**src/dsc_regs.svh**
```systemverilog
`ifndef DSC_REGS_SVH
`define DSC_REGS_SVH

// register byte offsets
`define DSC_REG_STATUS     12'h000
`define DSC_REG_CTRL       12'h004
`define DSC_REG_IRQ_STAT   12'h008
`define DSC_REG_IRQ_CLR    12'h00c
`define DSC_REG_IRQ_EN     12'h010
`define DSC_REG_LAST_DIGIT 12'h014

// control fields
`define DSC_CTRL_DEC_EN    0
`define DSC_CTRL_ALL_EN    1
`define DSC_CTRL_RESET     2'h3

// interrupt event bits
`define DSC_IRQ_MATCH      0
`define DSC_IRQ_ALLCALL    1
`define DSC_IRQ_TIMEOUT    2
`define DSC_IRQ_ANSWER     3
`define DSC_IRQ_CLEARED    4
`define DSC_IRQ_W          5

// tone codes
`define DSC_CODE_STAR      4'hb
`define DSC_CODE_HASH      4'hc

// timing
`define DSC_CLK_KHZ        10000
`define DSC_RING_MS        19000
`define DSC_ALLCALL_MS     4000
`define DSC_RING_CYCLES    (`DSC_RING_MS * `DSC_CLK_KHZ)
`define DSC_ALLCALL_CYCLES (`DSC_ALLCALL_MS * `DSC_CLK_KHZ)

`endif

```
**src/dsc_pkg.sv**
```systemverilog
package dsc_pkg;
    typedef enum logic [1:0] {
        DSC_COLLECT = 2'b01,
        DSC_ALERT   = 2'b10
    } dsc_state_e;

    typedef logic [3:0] dsc_digit_t;
endpackage

```
**src/dsc_sync.sv**
```systemverilog
`timescale 1ns/1ps
module dsc_sync #(
    parameter int WIDTH = 1
) (
    input  wire logic             ref_clk_in,
    input  wire logic             sys_rst_in,
    input  wire logic [WIDTH-1:0] async_in,
    output logic      [WIDTH-1:0] sync_out
);
    typedef struct packed {
        logic [WIDTH-1:0] meta;
        logic [WIDTH-1:0] stable;
    } dsc_sync_s;

    dsc_sync_s s_r;
    dsc_sync_s s_nxt;

    always_comb begin
        s_nxt        = s_r;
        s_nxt.meta   = async_in;
        s_nxt.stable = s_r.meta;
    end

    always_ff @(posedge ref_clk_in or posedge sys_rst_in) begin
        if (sys_rst_in) begin
            s_r <= '0;
        end else begin
            s_r <= s_nxt;
        end
    end

    assign sync_out = s_r.stable;
endmodule

```
**src/dsc_timer.sv**
```systemverilog
`timescale 1ns/1ps
module dsc_timer #(
    parameter int WIDTH  = 28,
    parameter int CYCLES = 16
) (
    input  wire logic ref_clk_in,
    input  wire logic sys_rst_in,
    input  wire logic start_in,
    input  wire logic clear_in,
    output logic      done_out
);
    typedef struct packed {
        logic             run;
        logic             done;
        logic [WIDTH-1:0] cnt;
    } dsc_timer_s;

    localparam logic [WIDTH-1:0] LAST = WIDTH'(CYCLES - 1);

    dsc_timer_s t_r;
    dsc_timer_s t_nxt;

    always_comb begin
        t_nxt      = t_r;
        t_nxt.done = 1'b0;
        if (clear_in) begin
            t_nxt.run = 1'b0;
            t_nxt.cnt = '0;
        end else if (start_in) begin
            t_nxt.run = 1'b1;
            t_nxt.cnt = '0;
        end else if (t_r.run) begin
            if (t_r.cnt == LAST) begin
                t_nxt.run  = 1'b0;
                t_nxt.done = 1'b1;
            end else begin
                t_nxt.cnt = t_r.cnt + 1'b1;
            end
        end
    end

    always_ff @(posedge ref_clk_in or posedge sys_rst_in) begin
        if (sys_rst_in) begin
            t_r <= '0;
        end else begin
            t_r <= t_nxt;
        end
    end

    assign done_out = t_r.done;
endmodule

```
**src/dsc_decoder.sv**
```systemverilog
// How it works
// address length comes from a one-hot selector of one to four digits
// four 4-bit selectors hold expected address digits one to four
// digit codes: 1-9 binary, 0 is ten, star 11, hash 12, A-C 13-15, D 0
// only the own address starts a call alert
// receive alert relay is on exactly while alerting
// transmit keying relay follows the off-hook state
// off-hook lights the off-hook indicator and mutes the speaker
// alert stops on answer or after the 19 second ring period
// ringback tone is sent while ringing after a normal address call
// star held about four seconds is an all-call alerting every station
// the all-call originator gets no ringback and no alert
// hash discards collected digits and restarts at digit one
// incoming call lights alert indicator, alert tone at fixed loudness
// audible alert tone only while on-hook
// received star matches any digit in its position, count must match
// a plugged headset means permanently off-hook
// compare only after the configured digit count, drop on mismatch
// alert holds until ring timeout or off-hook, then back to collecting
//
// The APB interface to the registers and the placing of the registers were chosen for this implementation.
`timescale 1ns/1ps
`include "dsc_regs.svh"
module dsc_decoder #(
    parameter int RING_CYCLES    = `DSC_RING_CYCLES,
    parameter int ALLCALL_CYCLES = `DSC_ALLCALL_CYCLES
) (
    input  wire logic        ref_clk_in,
    input  wire logic        sys_rst_in,
    input  wire logic        tone_valid_in,
    input  wire logic [3:0]  tone_code_in,
    input  wire logic [3:0]  address_length_select_in,
    input  wire logic [3:0]  first_digit_select_in,
    input  wire logic [3:0]  second_digit_select_in,
    input  wire logic [3:0]  third_digit_select_in,
    input  wire logic [3:0]  fourth_digit_select_in,
    input  wire logic        hook_off_in,
    input  wire logic        headset_in,
    input  wire logic        psel,
    input  wire logic        penable,
    input  wire logic        pwrite,
    input  wire logic [11:0] paddr,
    input  wire logic [31:0] pwdata,
    output logic [31:0]      prdata,
    output logic             pready,
    output logic             pslverr,
    output logic             off_hook_keying_out,
    output logic             call_alert_out,
    output logic             off_hook_led_out,
    output logic             speaker_mute_out,
    output logic             alert_led_out,
    output logic             alert_tone_out,
    output logic             ringback_out,
    output logic             irq_out
);
    //////////////////////////////////////////////////////////////////////
    // pin synchronisers
    localparam int PIN_W = 27;

    logic [PIN_W-1:0] pins_raw;
    logic [PIN_W-1:0] pins_s;
    logic             tone_s;
    logic [3:0]       code_s;
    logic [3:0]       len_sel_s;
    logic [15:0]      addr_s;
    logic             off_hook_s;

    assign pins_raw = {tone_valid_in, tone_code_in, address_length_select_in,
                       fourth_digit_select_in, third_digit_select_in,
                       second_digit_select_in, first_digit_select_in,
                       hook_off_in, headset_in};

    dsc_sync #(
        .WIDTH (PIN_W)
    ) u_sync (
        .ref_clk_in (ref_clk_in),
        .sys_rst_in (sys_rst_in),
        .async_in   (pins_raw),
        .sync_out   (pins_s)
    );

    assign tone_s     = pins_s[26];
    assign code_s     = pins_s[25:22];
    assign len_sel_s  = pins_s[21:18];
    assign addr_s     = pins_s[17:2];
    assign off_hook_s = pins_s[1] | pins_s[0];

    //////////////////////////////////////////////////////////////////////
    // state
    typedef struct packed {
        dsc_pkg::dsc_state_e        st;
        logic                       tone_prev;
        dsc_pkg::dsc_digit_t        cur_code;
        logic                       long_star;
        logic [2:0]                 dig_cnt;
        logic [3:0][3:0]            digs;
        logic                       all_call;
        dsc_pkg::dsc_digit_t        last_digit;
        logic [1:0]                 ctrl;
        logic [`DSC_IRQ_W-1:0]      irq_stat;
        logic [`DSC_IRQ_W-1:0]      irq_en;
        logic [31:0]                rdata;
        logic                       ready;
        logic                       slverr;
        logic                       keying;
        logic                       alert_relay;
        logic                       off_led;
        logic                       mute;
        logic                       alert_led;
        logic                       alert_tone;
        logic                       ringback;
        logic                       irq;
    } dsc_dec_s;

    dsc_dec_s r_r;
    dsc_dec_s r_nxt;

    logic ring_start;
    logic ring_clear;
    logic ring_done;
    logic star_start;
    logic star_clear;
    logic star_done;

    //////////////////////////////////////////////////////////////////////
    // timers
    localparam int RING_W = $clog2(RING_CYCLES + 1);
    localparam int STAR_W = $clog2(ALLCALL_CYCLES + 1);

    dsc_timer #(
        .WIDTH  (RING_W),
        .CYCLES (RING_CYCLES)
    ) u_ring (
        .ref_clk_in (ref_clk_in),
        .sys_rst_in (sys_rst_in),
        .start_in   (ring_start),
        .clear_in   (ring_clear),
        .done_out   (ring_done)
    );

    dsc_timer #(
        .WIDTH  (STAR_W),
        .CYCLES (ALLCALL_CYCLES)
    ) u_star (
        .ref_clk_in (ref_clk_in),
        .sys_rst_in (sys_rst_in),
        .start_in   (star_start),
        .clear_in   (star_clear),
        .done_out   (star_done)
    );

    //////////////////////////////////////////////////////////////////////
    // address compare helpers
    logic       tone_rise;
    logic       tone_fall;
    logic [2:0] len;
    logic       len_ok;
    logic [3:0] dig_hit;
    logic       apb_acc;
    logic       apb_wr;
    logic       apb_rd;

    assign tone_rise = tone_s & ~r_r.tone_prev;
    assign tone_fall = ~tone_s & r_r.tone_prev;

    always_comb begin
        len    = 3'd0;
        len_ok = 1'b1;
        unique case (len_sel_s)
            4'h1:    len = 3'd1;
            4'h2:    len = 3'd2;
            4'h4:    len = 3'd3;
            4'h8:    len = 3'd4;
            default: len_ok = 1'b0;
        endcase
    end

    // per-position match, star is a wildcard
    genvar gi;
    generate
        for (gi = 0; gi < 4; gi++) begin : g_cmp
            logic [3:0] rx;
            assign rx = (gi == int'(r_r.dig_cnt)) ? r_r.cur_code : r_r.digs[gi];
            assign dig_hit[gi] = (gi >= int'(len)) ||
                                 (rx == `DSC_CODE_STAR) ||
                                 (rx == addr_s[gi*4 +: 4]);
        end
    endgenerate

    assign apb_acc = psel & penable & r_r.ready;
    assign apb_wr  = apb_acc & pwrite;
    assign apb_rd  = apb_acc & ~pwrite;

    //////////////////////////////////////////////////////////////////////
    // next state
    always_comb begin
        logic [`DSC_IRQ_W-1:0] ev;
        logic [`DSC_IRQ_W-1:0] clr;
        logic                  enter_alert;
        logic                  dec_en;
        logic                  alerting;
        r_nxt       = r_r;
        ev          = '0;
        clr         = '0;
        enter_alert = 1'b0;
        dec_en      = r_r.ctrl[`DSC_CTRL_DEC_EN];
        alerting    = 1'b0;
        ring_start  = 1'b0;
        ring_clear  = 1'b0;
        star_start  = 1'b0;
        star_clear  = 1'b0;

        r_nxt.tone_prev = tone_s;
        // latest code while the tone stands, rides out skew between synchronisers
        if (tone_s) begin
            r_nxt.cur_code = code_s;
        end
        if (tone_rise) begin
            r_nxt.long_star = 1'b0;
            star_start      = (code_s == `DSC_CODE_STAR);
        end
        if (!tone_s) begin
            star_clear = 1'b1;
        end

        unique case (r_r.st)
            dsc_pkg::DSC_COLLECT: begin
                if (off_hook_s || !dec_en || !len_ok) begin
                    r_nxt.dig_cnt = 3'd0;
                    star_clear    = 1'b1;
                end else if (star_done && r_r.ctrl[`DSC_CTRL_ALL_EN]) begin
                    r_nxt.long_star = 1'b1;
                    r_nxt.all_call  = 1'b1;
                    r_nxt.dig_cnt   = 3'd0;
                    enter_alert     = 1'b1;
                    ev[`DSC_IRQ_ALLCALL] = 1'b1;
                end else if (tone_fall && !r_r.long_star) begin
                    r_nxt.last_digit = r_r.cur_code;
                    if (r_r.cur_code == `DSC_CODE_HASH) begin
                        r_nxt.dig_cnt = 3'd0;
                        ev[`DSC_IRQ_CLEARED] = 1'b1;
                    end else begin
                        r_nxt.digs[r_r.dig_cnt[1:0]] = r_r.cur_code;
                        if (r_r.dig_cnt + 3'd1 == len) begin
                            r_nxt.dig_cnt = 3'd0;
                            if (&dig_hit) begin
                                r_nxt.all_call = 1'b0;
                                enter_alert    = 1'b1;
                                ev[`DSC_IRQ_MATCH] = 1'b1;
                            end
                        end else begin
                            r_nxt.dig_cnt = r_r.dig_cnt + 3'd1;
                        end
                    end
                end
                if (enter_alert) begin
                    r_nxt.st   = dsc_pkg::DSC_ALERT;
                    ring_start = 1'b1;
                end
            end
            dsc_pkg::DSC_ALERT: begin
                if (off_hook_s) begin
                    r_nxt.st   = dsc_pkg::DSC_COLLECT;
                    ring_clear = 1'b1;
                    ev[`DSC_IRQ_ANSWER] = 1'b1;
                end else if (ring_done) begin
                    r_nxt.st = dsc_pkg::DSC_COLLECT;
                    ev[`DSC_IRQ_TIMEOUT] = 1'b1;
                end
            end
        endcase

        // outputs, all registered
        r_nxt.keying      = off_hook_s;
        r_nxt.off_led     = off_hook_s;
        r_nxt.mute        = off_hook_s;
        alerting          = (r_nxt.st == dsc_pkg::DSC_ALERT);
        r_nxt.alert_relay = alerting;
        r_nxt.alert_led   = alerting;
        r_nxt.alert_tone  = alerting && !off_hook_s;
        r_nxt.ringback    = alerting && !r_nxt.all_call;

        // apb slave, one wait state
        r_nxt.ready  = psel & penable & ~r_r.ready;
        r_nxt.slverr = 1'b0;
        r_nxt.rdata  = '0;
        if (psel && penable && !r_r.ready) begin
            unique case (paddr)
                `DSC_REG_STATUS: begin
                    r_nxt.rdata = {23'h0,
                                   ~len_ok,
                                   r_r.all_call,
                                   off_hook_s,
                                   r_r.dig_cnt,
                                   1'b0,
                                   r_r.st};
                end
                `DSC_REG_CTRL:       r_nxt.rdata = {30'h0, r_r.ctrl};
                `DSC_REG_IRQ_STAT:   r_nxt.rdata = {27'h0, r_r.irq_stat};
                `DSC_REG_IRQ_CLR:    r_nxt.rdata = '0;
                `DSC_REG_IRQ_EN:     r_nxt.rdata = {27'h0, r_r.irq_en};
                `DSC_REG_LAST_DIGIT: r_nxt.rdata = {28'h0, r_r.last_digit};
                default:             r_nxt.slverr = 1'b1;
            endcase
        end
        if (apb_rd) begin
            r_nxt.rdata = '0;
        end
        if (apb_wr) begin
            unique case (paddr)
                `DSC_REG_CTRL:    r_nxt.ctrl   = pwdata[1:0];
                `DSC_REG_IRQ_CLR: clr          = pwdata[`DSC_IRQ_W-1:0];
                `DSC_REG_IRQ_EN:  r_nxt.irq_en = pwdata[`DSC_IRQ_W-1:0];
                default: ;
            endcase
        end

        // sticky status, set wins over clear
        r_nxt.irq_stat = (r_r.irq_stat & ~clr) | ev;
        r_nxt.irq      = |(r_nxt.irq_stat & r_nxt.irq_en);
    end

    //////////////////////////////////////////////////////////////////////
    // registers
    always_ff @(posedge ref_clk_in or posedge sys_rst_in) begin
        if (sys_rst_in) begin
            r_r       <= '0;
            r_r.st    <= dsc_pkg::DSC_COLLECT;
            r_r.ctrl  <= `DSC_CTRL_RESET;
        end else begin
            r_r <= r_nxt;
        end
    end

    assign prdata              = r_r.rdata;
    assign pready              = r_r.ready;
    assign pslverr             = r_r.slverr;
    assign off_hook_keying_out = r_r.keying;
    assign call_alert_out      = r_r.alert_relay;
    assign off_hook_led_out    = r_r.off_led;
    assign speaker_mute_out    = r_r.mute;
    assign alert_led_out       = r_r.alert_led;
    assign alert_tone_out      = r_r.alert_tone;
    assign ringback_out        = r_r.ringback;
    assign irq_out             = r_r.irq;
endmodule

```
**config.mk**
```make
export PLATFORM = sky130hd
export DESIGN_NAME = dsc_decoder
export DESIGN_NICKNAME = d
export VERILOG_FILES = /design/src/dsc_pkg.sv /design/src/dsc_sync.sv /design/src/dsc_timer.sv /design/src/dsc_decoder.sv
export VERILOG_INCLUDE_DIRS = /design/src
export SDC_FILE = /design/constraint.sdc
export NUM_CORES = 1
export LEC_CHECK = 0
export BUFFER_PORTS_ARGS = -buffer_cell sky130_fd_sc_hd__buf_4
export CORE_MARGIN = 8
export CORE_UTILIZATION = 53
export CTS_BUF_LIST = sky130_fd_sc_hd__clkbuf_4
export DETAILED_ROUTE_END_ITERATION = 7
export PLACE_DENSITY_LB_ADDON = 0.05
export SLEW_MARGIN = 5
export SYNTH_ARGS = -nofsm -noshare
export SYNTH_HDL_FRONTEND = slang
export SYNTH_SLANG_ARGS = --single-unit
```
**constraint.sdc**
```tcl
create_clock -name ref_clk_in -period 6.2 [get_ports ref_clk_in]
set_input_delay 1.24 -clock ref_clk_in [delete_from_list [all_inputs] [get_ports ref_clk_in]]
set_output_delay 1.24 -clock ref_clk_in [all_outputs]
set_load 0.01 [all_outputs]
```
Yosys cells after proc, flatten, opt, wreduce, memory -nomap -nowiden. Cells that the tools add are included.

Logic and storage cells: 210. Flip-flop bits (word level): 195. Input port bits: 76.

Muxes and demuxes: 83. Reduce and logical (&&, ||, !) cells: 38. Magnitude comparators: 6. Equality and inequality tests: 30. Bitwise operators: 20. $add $sub $neg: 3.

Operator list (number): 28-bit 2-to-1 mux (4); 26-bit 2-to-1 mux (3); 9-bit one-hot mux with 5 select lines (1); 1-bit 2-to-1 mux (41); 32-bit 2-to-1 mux (1); 30-bit 2-to-1 mux (1); 28-bit by 1-bit adder with 28-bit output, second input constant (1); 28-bit == test, second input constant (1); 4-bit == test, second input constant (7); 26-bit by 1-bit adder with 26-bit output, second input constant (1); 26-bit == test, second input constant (1); 25-bit 2-to-1 mux (1); 12-bit by 4-bit == test with 1-bit output, second input constant (2); 12-bit by 5-bit == test with 1-bit output, second input constant (2); 24-bit 2-to-1 mux (1); 4-bit 2-to-1 mux (6); 21-bit 2-to-1 mux (1); 5-bit 2-to-1 mux (4); 17-bit 2-to-1 mux (1); 16-bit bitwise mux (1); 4-bit == test (4); 16-bit 2-to-1 mux (1); 2-bit 2-to-1 mux (8); 12-bit by 3-bit == test with 1-bit output, second input constant (1); other kinds (37) (85).

Depth between registers and ports, before layout.
Word-level depth: 17. Depth in mapped cells: 13.

Modules after synthesis. From an unflattened synthesis, not the netlist that was laid out.

Cells, all modules: 784. Area total of the unflattened synthesis: 8199.1 um^2.

Modules (own cells, without submodules): dsc_decoder (cells an instance 396, times used 1, seq. area each 1505.2 um^2, area an instance 3631.0 um^2); dsc_timer at u_ring (cells an instance 172, times used 1, seq. area each 750.7 um^2, area an instance 1640.3 um^2); dsc_timer at u_star (cells an instance 161, times used 1, seq. area each 700.7 um^2, area an instance 1572.8 um^2); dsc_sync (cells an instance 55, times used 1, seq. area each 1351.3 um^2, area an instance 1355.0 um^2).

Least setup slack after synthesis. Ideal clock, no wire load.

Kind: input port to flip-flop. From: in paddr[9]. To: reg r_r, in the netlist irq_out. Required time: 6.076 ns. Data arrival time: 3.065 ns. Slack: 3.012 ns. Stages on the path: 6. Cells stage by stage: nor4_1 -> nand3_1 -> nor3_1 -> mux2_2 -> a22o_1 -> a211o_1.

RTL lines: start: declaration (RTL line dsc_decoder.sv:42) `input wire logic [11:0] paddr,`; end signal: assignment (RTL line dsc_decoder.sv:331) `r_r <= r_nxt;`; end: declaration (RTL line dsc_decoder.sv:115) `dsc_dec_s r_r;`.

Worst setup path after layout.
From: reg u_sync.s_r, in the netlist u_sync.sync_out[20]. To: reg u_star.t_r[15] (netlist bit).

Word-level cells in the longest chain between the ends: 9.

Ends and longest elaborated chain: start: declaration (RTL line dsc_sync.sv:15) `dsc_sync_s s_r;`; start signal: assignment (RTL line dsc_sync.sv:28) `s_r <= s_nxt;`; 4-bit == test (tied with other cells) (RTL line dsc_decoder.sv:169) `unique case (len_sel_s)`; 4-bit OR reduction (no source line) (*); 1-bit 2-to-1 mux (*) (RTL line dsc_decoder.sv:169); 1-bit zero test (*) (RTL line dsc_decoder.sv:228) `if (off_hook_s || !dec_en || !len_ok) begin`; 1-bit logical OR (*) (RTL line dsc_decoder.sv:228); 1-bit 2-to-1 mux (*) (RTL line dsc_decoder.sv:228); 1-bit 2-to-1 mux (*) (RTL line dsc_decoder.sv:226) `unique case (r_r.st)`; 3-bit inequality test (no source line) or 3-bit nonzero test (tied branches); 2-bit AND reduction (no source line); end signal: assignment (RTL line dsc_timer.sv:46) `t_r <= t_nxt;`; end: declaration (RTL line dsc_timer.sv:20) `dsc_timer_s t_r;`.

Every way passes the cells marked *; elsewhere a longest branch is shown, timed or not. A chain may end at the register's enable or synchronous reset.

==> flow_summary.toml <==
[clock_tree]
clk_latency_ns = 0.57
clkTransAtPathRegs_ns = 0.15
tritoncts = "done"
ctsResizeCount = 0
clockRootBuffer = "clkbuf_4"
post_cts_buffers = 0
cts_buffers = 17
hold_buffers = 0
htree_levels = 4
clk_path_buf_depth = 2
cts_sinks = 172

[pwr]
power_mw = 1.84
pwr_density_cell_nw_per_um2 = 212
switchingPower_mw = 0.493
p_seq_share_pct = 63.2
pwr-share-clk_pct = 31.4
internal_power_mw = 1.35
p_leak_nw = 3.93
combPwrFrac_pct = 5.4
swShare_pct = 26.8
ir_drop_mv = 0.135

[sta]
maxSlewHeadroom_pct = 30.5
hold_viol = 0
fin_skew_ns = 0.0195
tightest_slew_ns = 1.04
rsz0062_at_grt = "no"
slew_violations = 0
final.setup.worst_slack_ns = 3.10
period_share_pct = 50.0
setup_violations = 0
fin_crit_ns = 3.10
fmax_mhz = 322
setup_tns_ns = 0
timing.hold.ws_ns = 0.364

[routing]
routed_wl_mm = 16.4
num_vias = 5671
viasPerCell = 5.64
drtIter0Drc = 406
detail_route.wl_per_cell_um = 16.3
dr.pass1.iters = 7
drc = 0
ant_nets = 0

[synthesis]
yosysUniqueCellTypes = 66
netlist_instances = 749
synth_edf_count = 0
synth.avg_cell_area_um2 = 10.7
ys.flop_type = "dfrtp_1"
ys_seq_area_share_pct = 53.9
ys_warn_count = 0
ys_seq_elements = 172
synthArstFlopShare_pct = 100
synth_area_um2 = 7990

[setup_path]
cp.required_ns = 6.69
critPathArrivalTime_ns = 3.59
rr_worst_depth = 8
r2r_end = "u_star.t_r[15]$_DFFE_PP0P_"
endpoint_kind = "register"
ff2ff_setup_slack_ns = 3.10
critPathMaxFanout = 24
crit_type = "register to register"
worstSetupStartpointType = "register"
r2r_start = "u_sync.sync_out[20]$_DFF_PP0_"

[floorplan]
die_w_um = 139
io_pins = 118
dieArea_um2 = 19300
core.rowCount = 45
start_util_pct = 53.3
die_h_um = 139
design.core.area_um2 = 15000

[grt]
grt_pass1_wl_mm = 28.0
antenna_found_initial = 1
overflow = 0
grt_max_degree = 114
gr-usage-all-layers_pct = 17.6
grt_pass1_vias = 5749

[final_layout]
final.fill_count = 1307
design_area_um2 = 8690
area_growth_syn_to_layout_pct = 8.83
layout-drive-gt1-share_pct = 18.7
seqCellArea_um2 = 4310
nets = 887
multi_input_area_um2 = 3320

[place]
io_buffer_count = 67
gp_congestion = 0.828
pre_cts_ws_ns = 2.61
placed_area_um2 = 8450
dp_hpwl_mm = 11.7

[run]
drv_cap = 0

[outcome]
status = "finished clean"

[worst_hold_path]
whs_path_depth = 0
hp-class = "register to register"
hold_path.startpoint = "u_sync.s_nxt[19]$_DFF_PP0_"
whs_endpoint = "u_sync.sync_out[19]$_DFF_PP0_"
[worst max path at each step]
stage,end,slack (ns),startpoint
detailed placement,irq_out$_DFF_PP0_,2.61,paddr[9]
CTS,u_star.t_r[15]$_DFFE_PP0P_,3.07,u_sync.sync_out[0]$_DFF_PP0_
global route,u_star.t_r[15]$_DFFE_PP0P_,2.86,u_sync.sync_out[20]$_DFF_PP0_
global placement,irq_out$_DFF_PP0_,2.60,paddr[9]
finish,u_star.t_r[15]$_DFFE_PP0P_,3.10,u_sync.sync_out[20]$_DFF_PP0_
floorplan,async pin,0.30,sys_rst_in
[synth_stat cells, types with 3 or more instances]
| master | number | share of area (%) |
|---|---|---|
| a21o_1 | 7 | 0.66 |
| a21oi_1 | 8 | 0.50 |
| a222oi_1 | 4 | 0.50 |
| a22o_1 | 3 | 0.33 |
| a22oi_1 | 3 | 0.28 |
| a31oi_1 | 8 | 0.63 |
| a32o_1 | 3 | 0.38 |
| and2_1 | 6 | 0.47 |
| and3_1 | 14 | 1.1 |
| and4_1 | 7 | 0.77 |
| buf_2 | 9 | 0.56 |
| buf_4 | 38 | 3.6 |
| buf_6 | 3 | 0.42 |
| clkbuf_1 | 6 | 0.28 |
| dfrtp_1 | 169 | 53 |
| dfstp_2 | 3 | 0.99 |
| ha_1 | 7 | 1.1 |
| inv_1 | 15 | 0.70 |
| mux2_2 | 21 | 3.0 |
| mux2i_1 | 7 | 0.88 |
| nand2_1 | 83 | 3.9 |
| nand2_2 | 5 | 0.39 |
| nand2b_1 | 9 | 0.70 |
| nand3_1 | 22 | 1.4 |
| nand4_1 | 24 | 1.9 |
| nor2_1 | 48 | 2.3 |
| nor2b_1 | 8 | 0.63 |
| nor3_1 | 35 | 2.2 |
| nor3_2 | 4 | 0.50 |
| nor3b_1 | 4 | 0.38 |
| nor4_1 | 8 | 0.63 |
| o21ai_0 | 50 | 3.1 |
| o31ai_1 | 10 | 0.94 |
| or2_2 | 3 | 0.23 |
| xnor2_1 | 33 | 3.6 |
| xor2_1 | 25 | 2.7 |
[metrics by stage]
| stage | std cells | util [%] |
|---|---|---|
| global route | 1006 | 58.1 |
| finish | 1006 | 58.1 |
| detailed placement | 973 | 56.4 |
| global placement | 973 | 56.4 |
| CTS | 1005 | 58.0 |
| floorplan | 771 | - |
[flip-flops by register name (all words and copies together), names as in the netlist, named ones only]
name and cells:
ringback_out 1, u_sync.sync_out 27, irq_out 1, u_ring.done_out 1
u_ring.t_r 29, alert_tone_out 1, pslverr 1, u_sync.s_nxt 27
alert_led_out 1, prdata 9, r_r 28, u_star.done_out 1
u_star.t_r 27, speaker_mute_out 1, pready 1
[power groups by stage]
| stage | Clock [mW] | Combinational [mW] | Sequential, mW |
|---|---|---|---|
| finish | 0.579 | 0.0997 | 1.16 |
| global route | 0.650 | 0.112 | 1.17 |
| CTS | 0.601 | 0.102 | 1.17 |
| detailed placement | 0 | 0.101 | 1.19 |
| global placement | 0 | 0.0994 | 1.18 |
| floorplan | 0 | 0.0767 | 1.17 |
[critical path, stage by stage (launching register included)]
cell      delay [ns]
dfrtp_1         0.51
o21ai_0         0.29
o211ai_1        0.29
a21oi_4         0.27
o21a_1          0.21
nand4_1         0.82
a31oi_1         0.42
o21ai_0         0.14
o31ai_2         0.10
[placed cells by master (no fill, tap or decap), drive strengths merged, types with 21 or more instances in the layout]
| master | instances |
|---|---|
| buf | 70 |
| conb | 23 |
| dfrtp | 169 |
| inv | 24 |
| mux2 | 21 |
| nand2 | 88 |
| nand3 | 23 |
| nand4 | 24 |
| nor2 | 50 |
| nor3 | 39 |
| o21ai | 50 |
| xnor2 | 33 |
| xor2 | 25 |
[layer usage]
layer	wire [um]	track usage, %	vias up
met1	7590	22.8	2804
met2	7880	28.2	150
met3	777	4.37	17
li1	-	-	2700
met5	0	0	-
met4	195	6.24	0
[layout make-up]
class / count / share of cell area [%]
diodes: 1 / 0.0288
clock buffers: 17 / 1.47
clock inverters: 15 / 1.31
inverters: 16 / 0.748
multi-input cells: 527 / 38.1
flip-flops and latches: 172 / 49.5
well taps: 188 / 2.71
repair buffers: 70 / 6.04
[kinds of logic (layout without fill, tap and decap cells)]
family | Yosys count | count (layout) | share of synthesized area (%)
simple gates | 296 | 296 | 19.4
flops | 172 | 172 | 53.9
compound gates | 115 | 115 | 9.79
buf+inv | 72 | 118 | 5.59
xor+xnor | 58 | 58 | 6.36
mux | 28 | 28 | 3.84
fa+ha+maj | 7 | 7 | 1.10
other cells | 1 | 24 | 0.0469
Note: power is estimated with default switching activity, not from simulation.
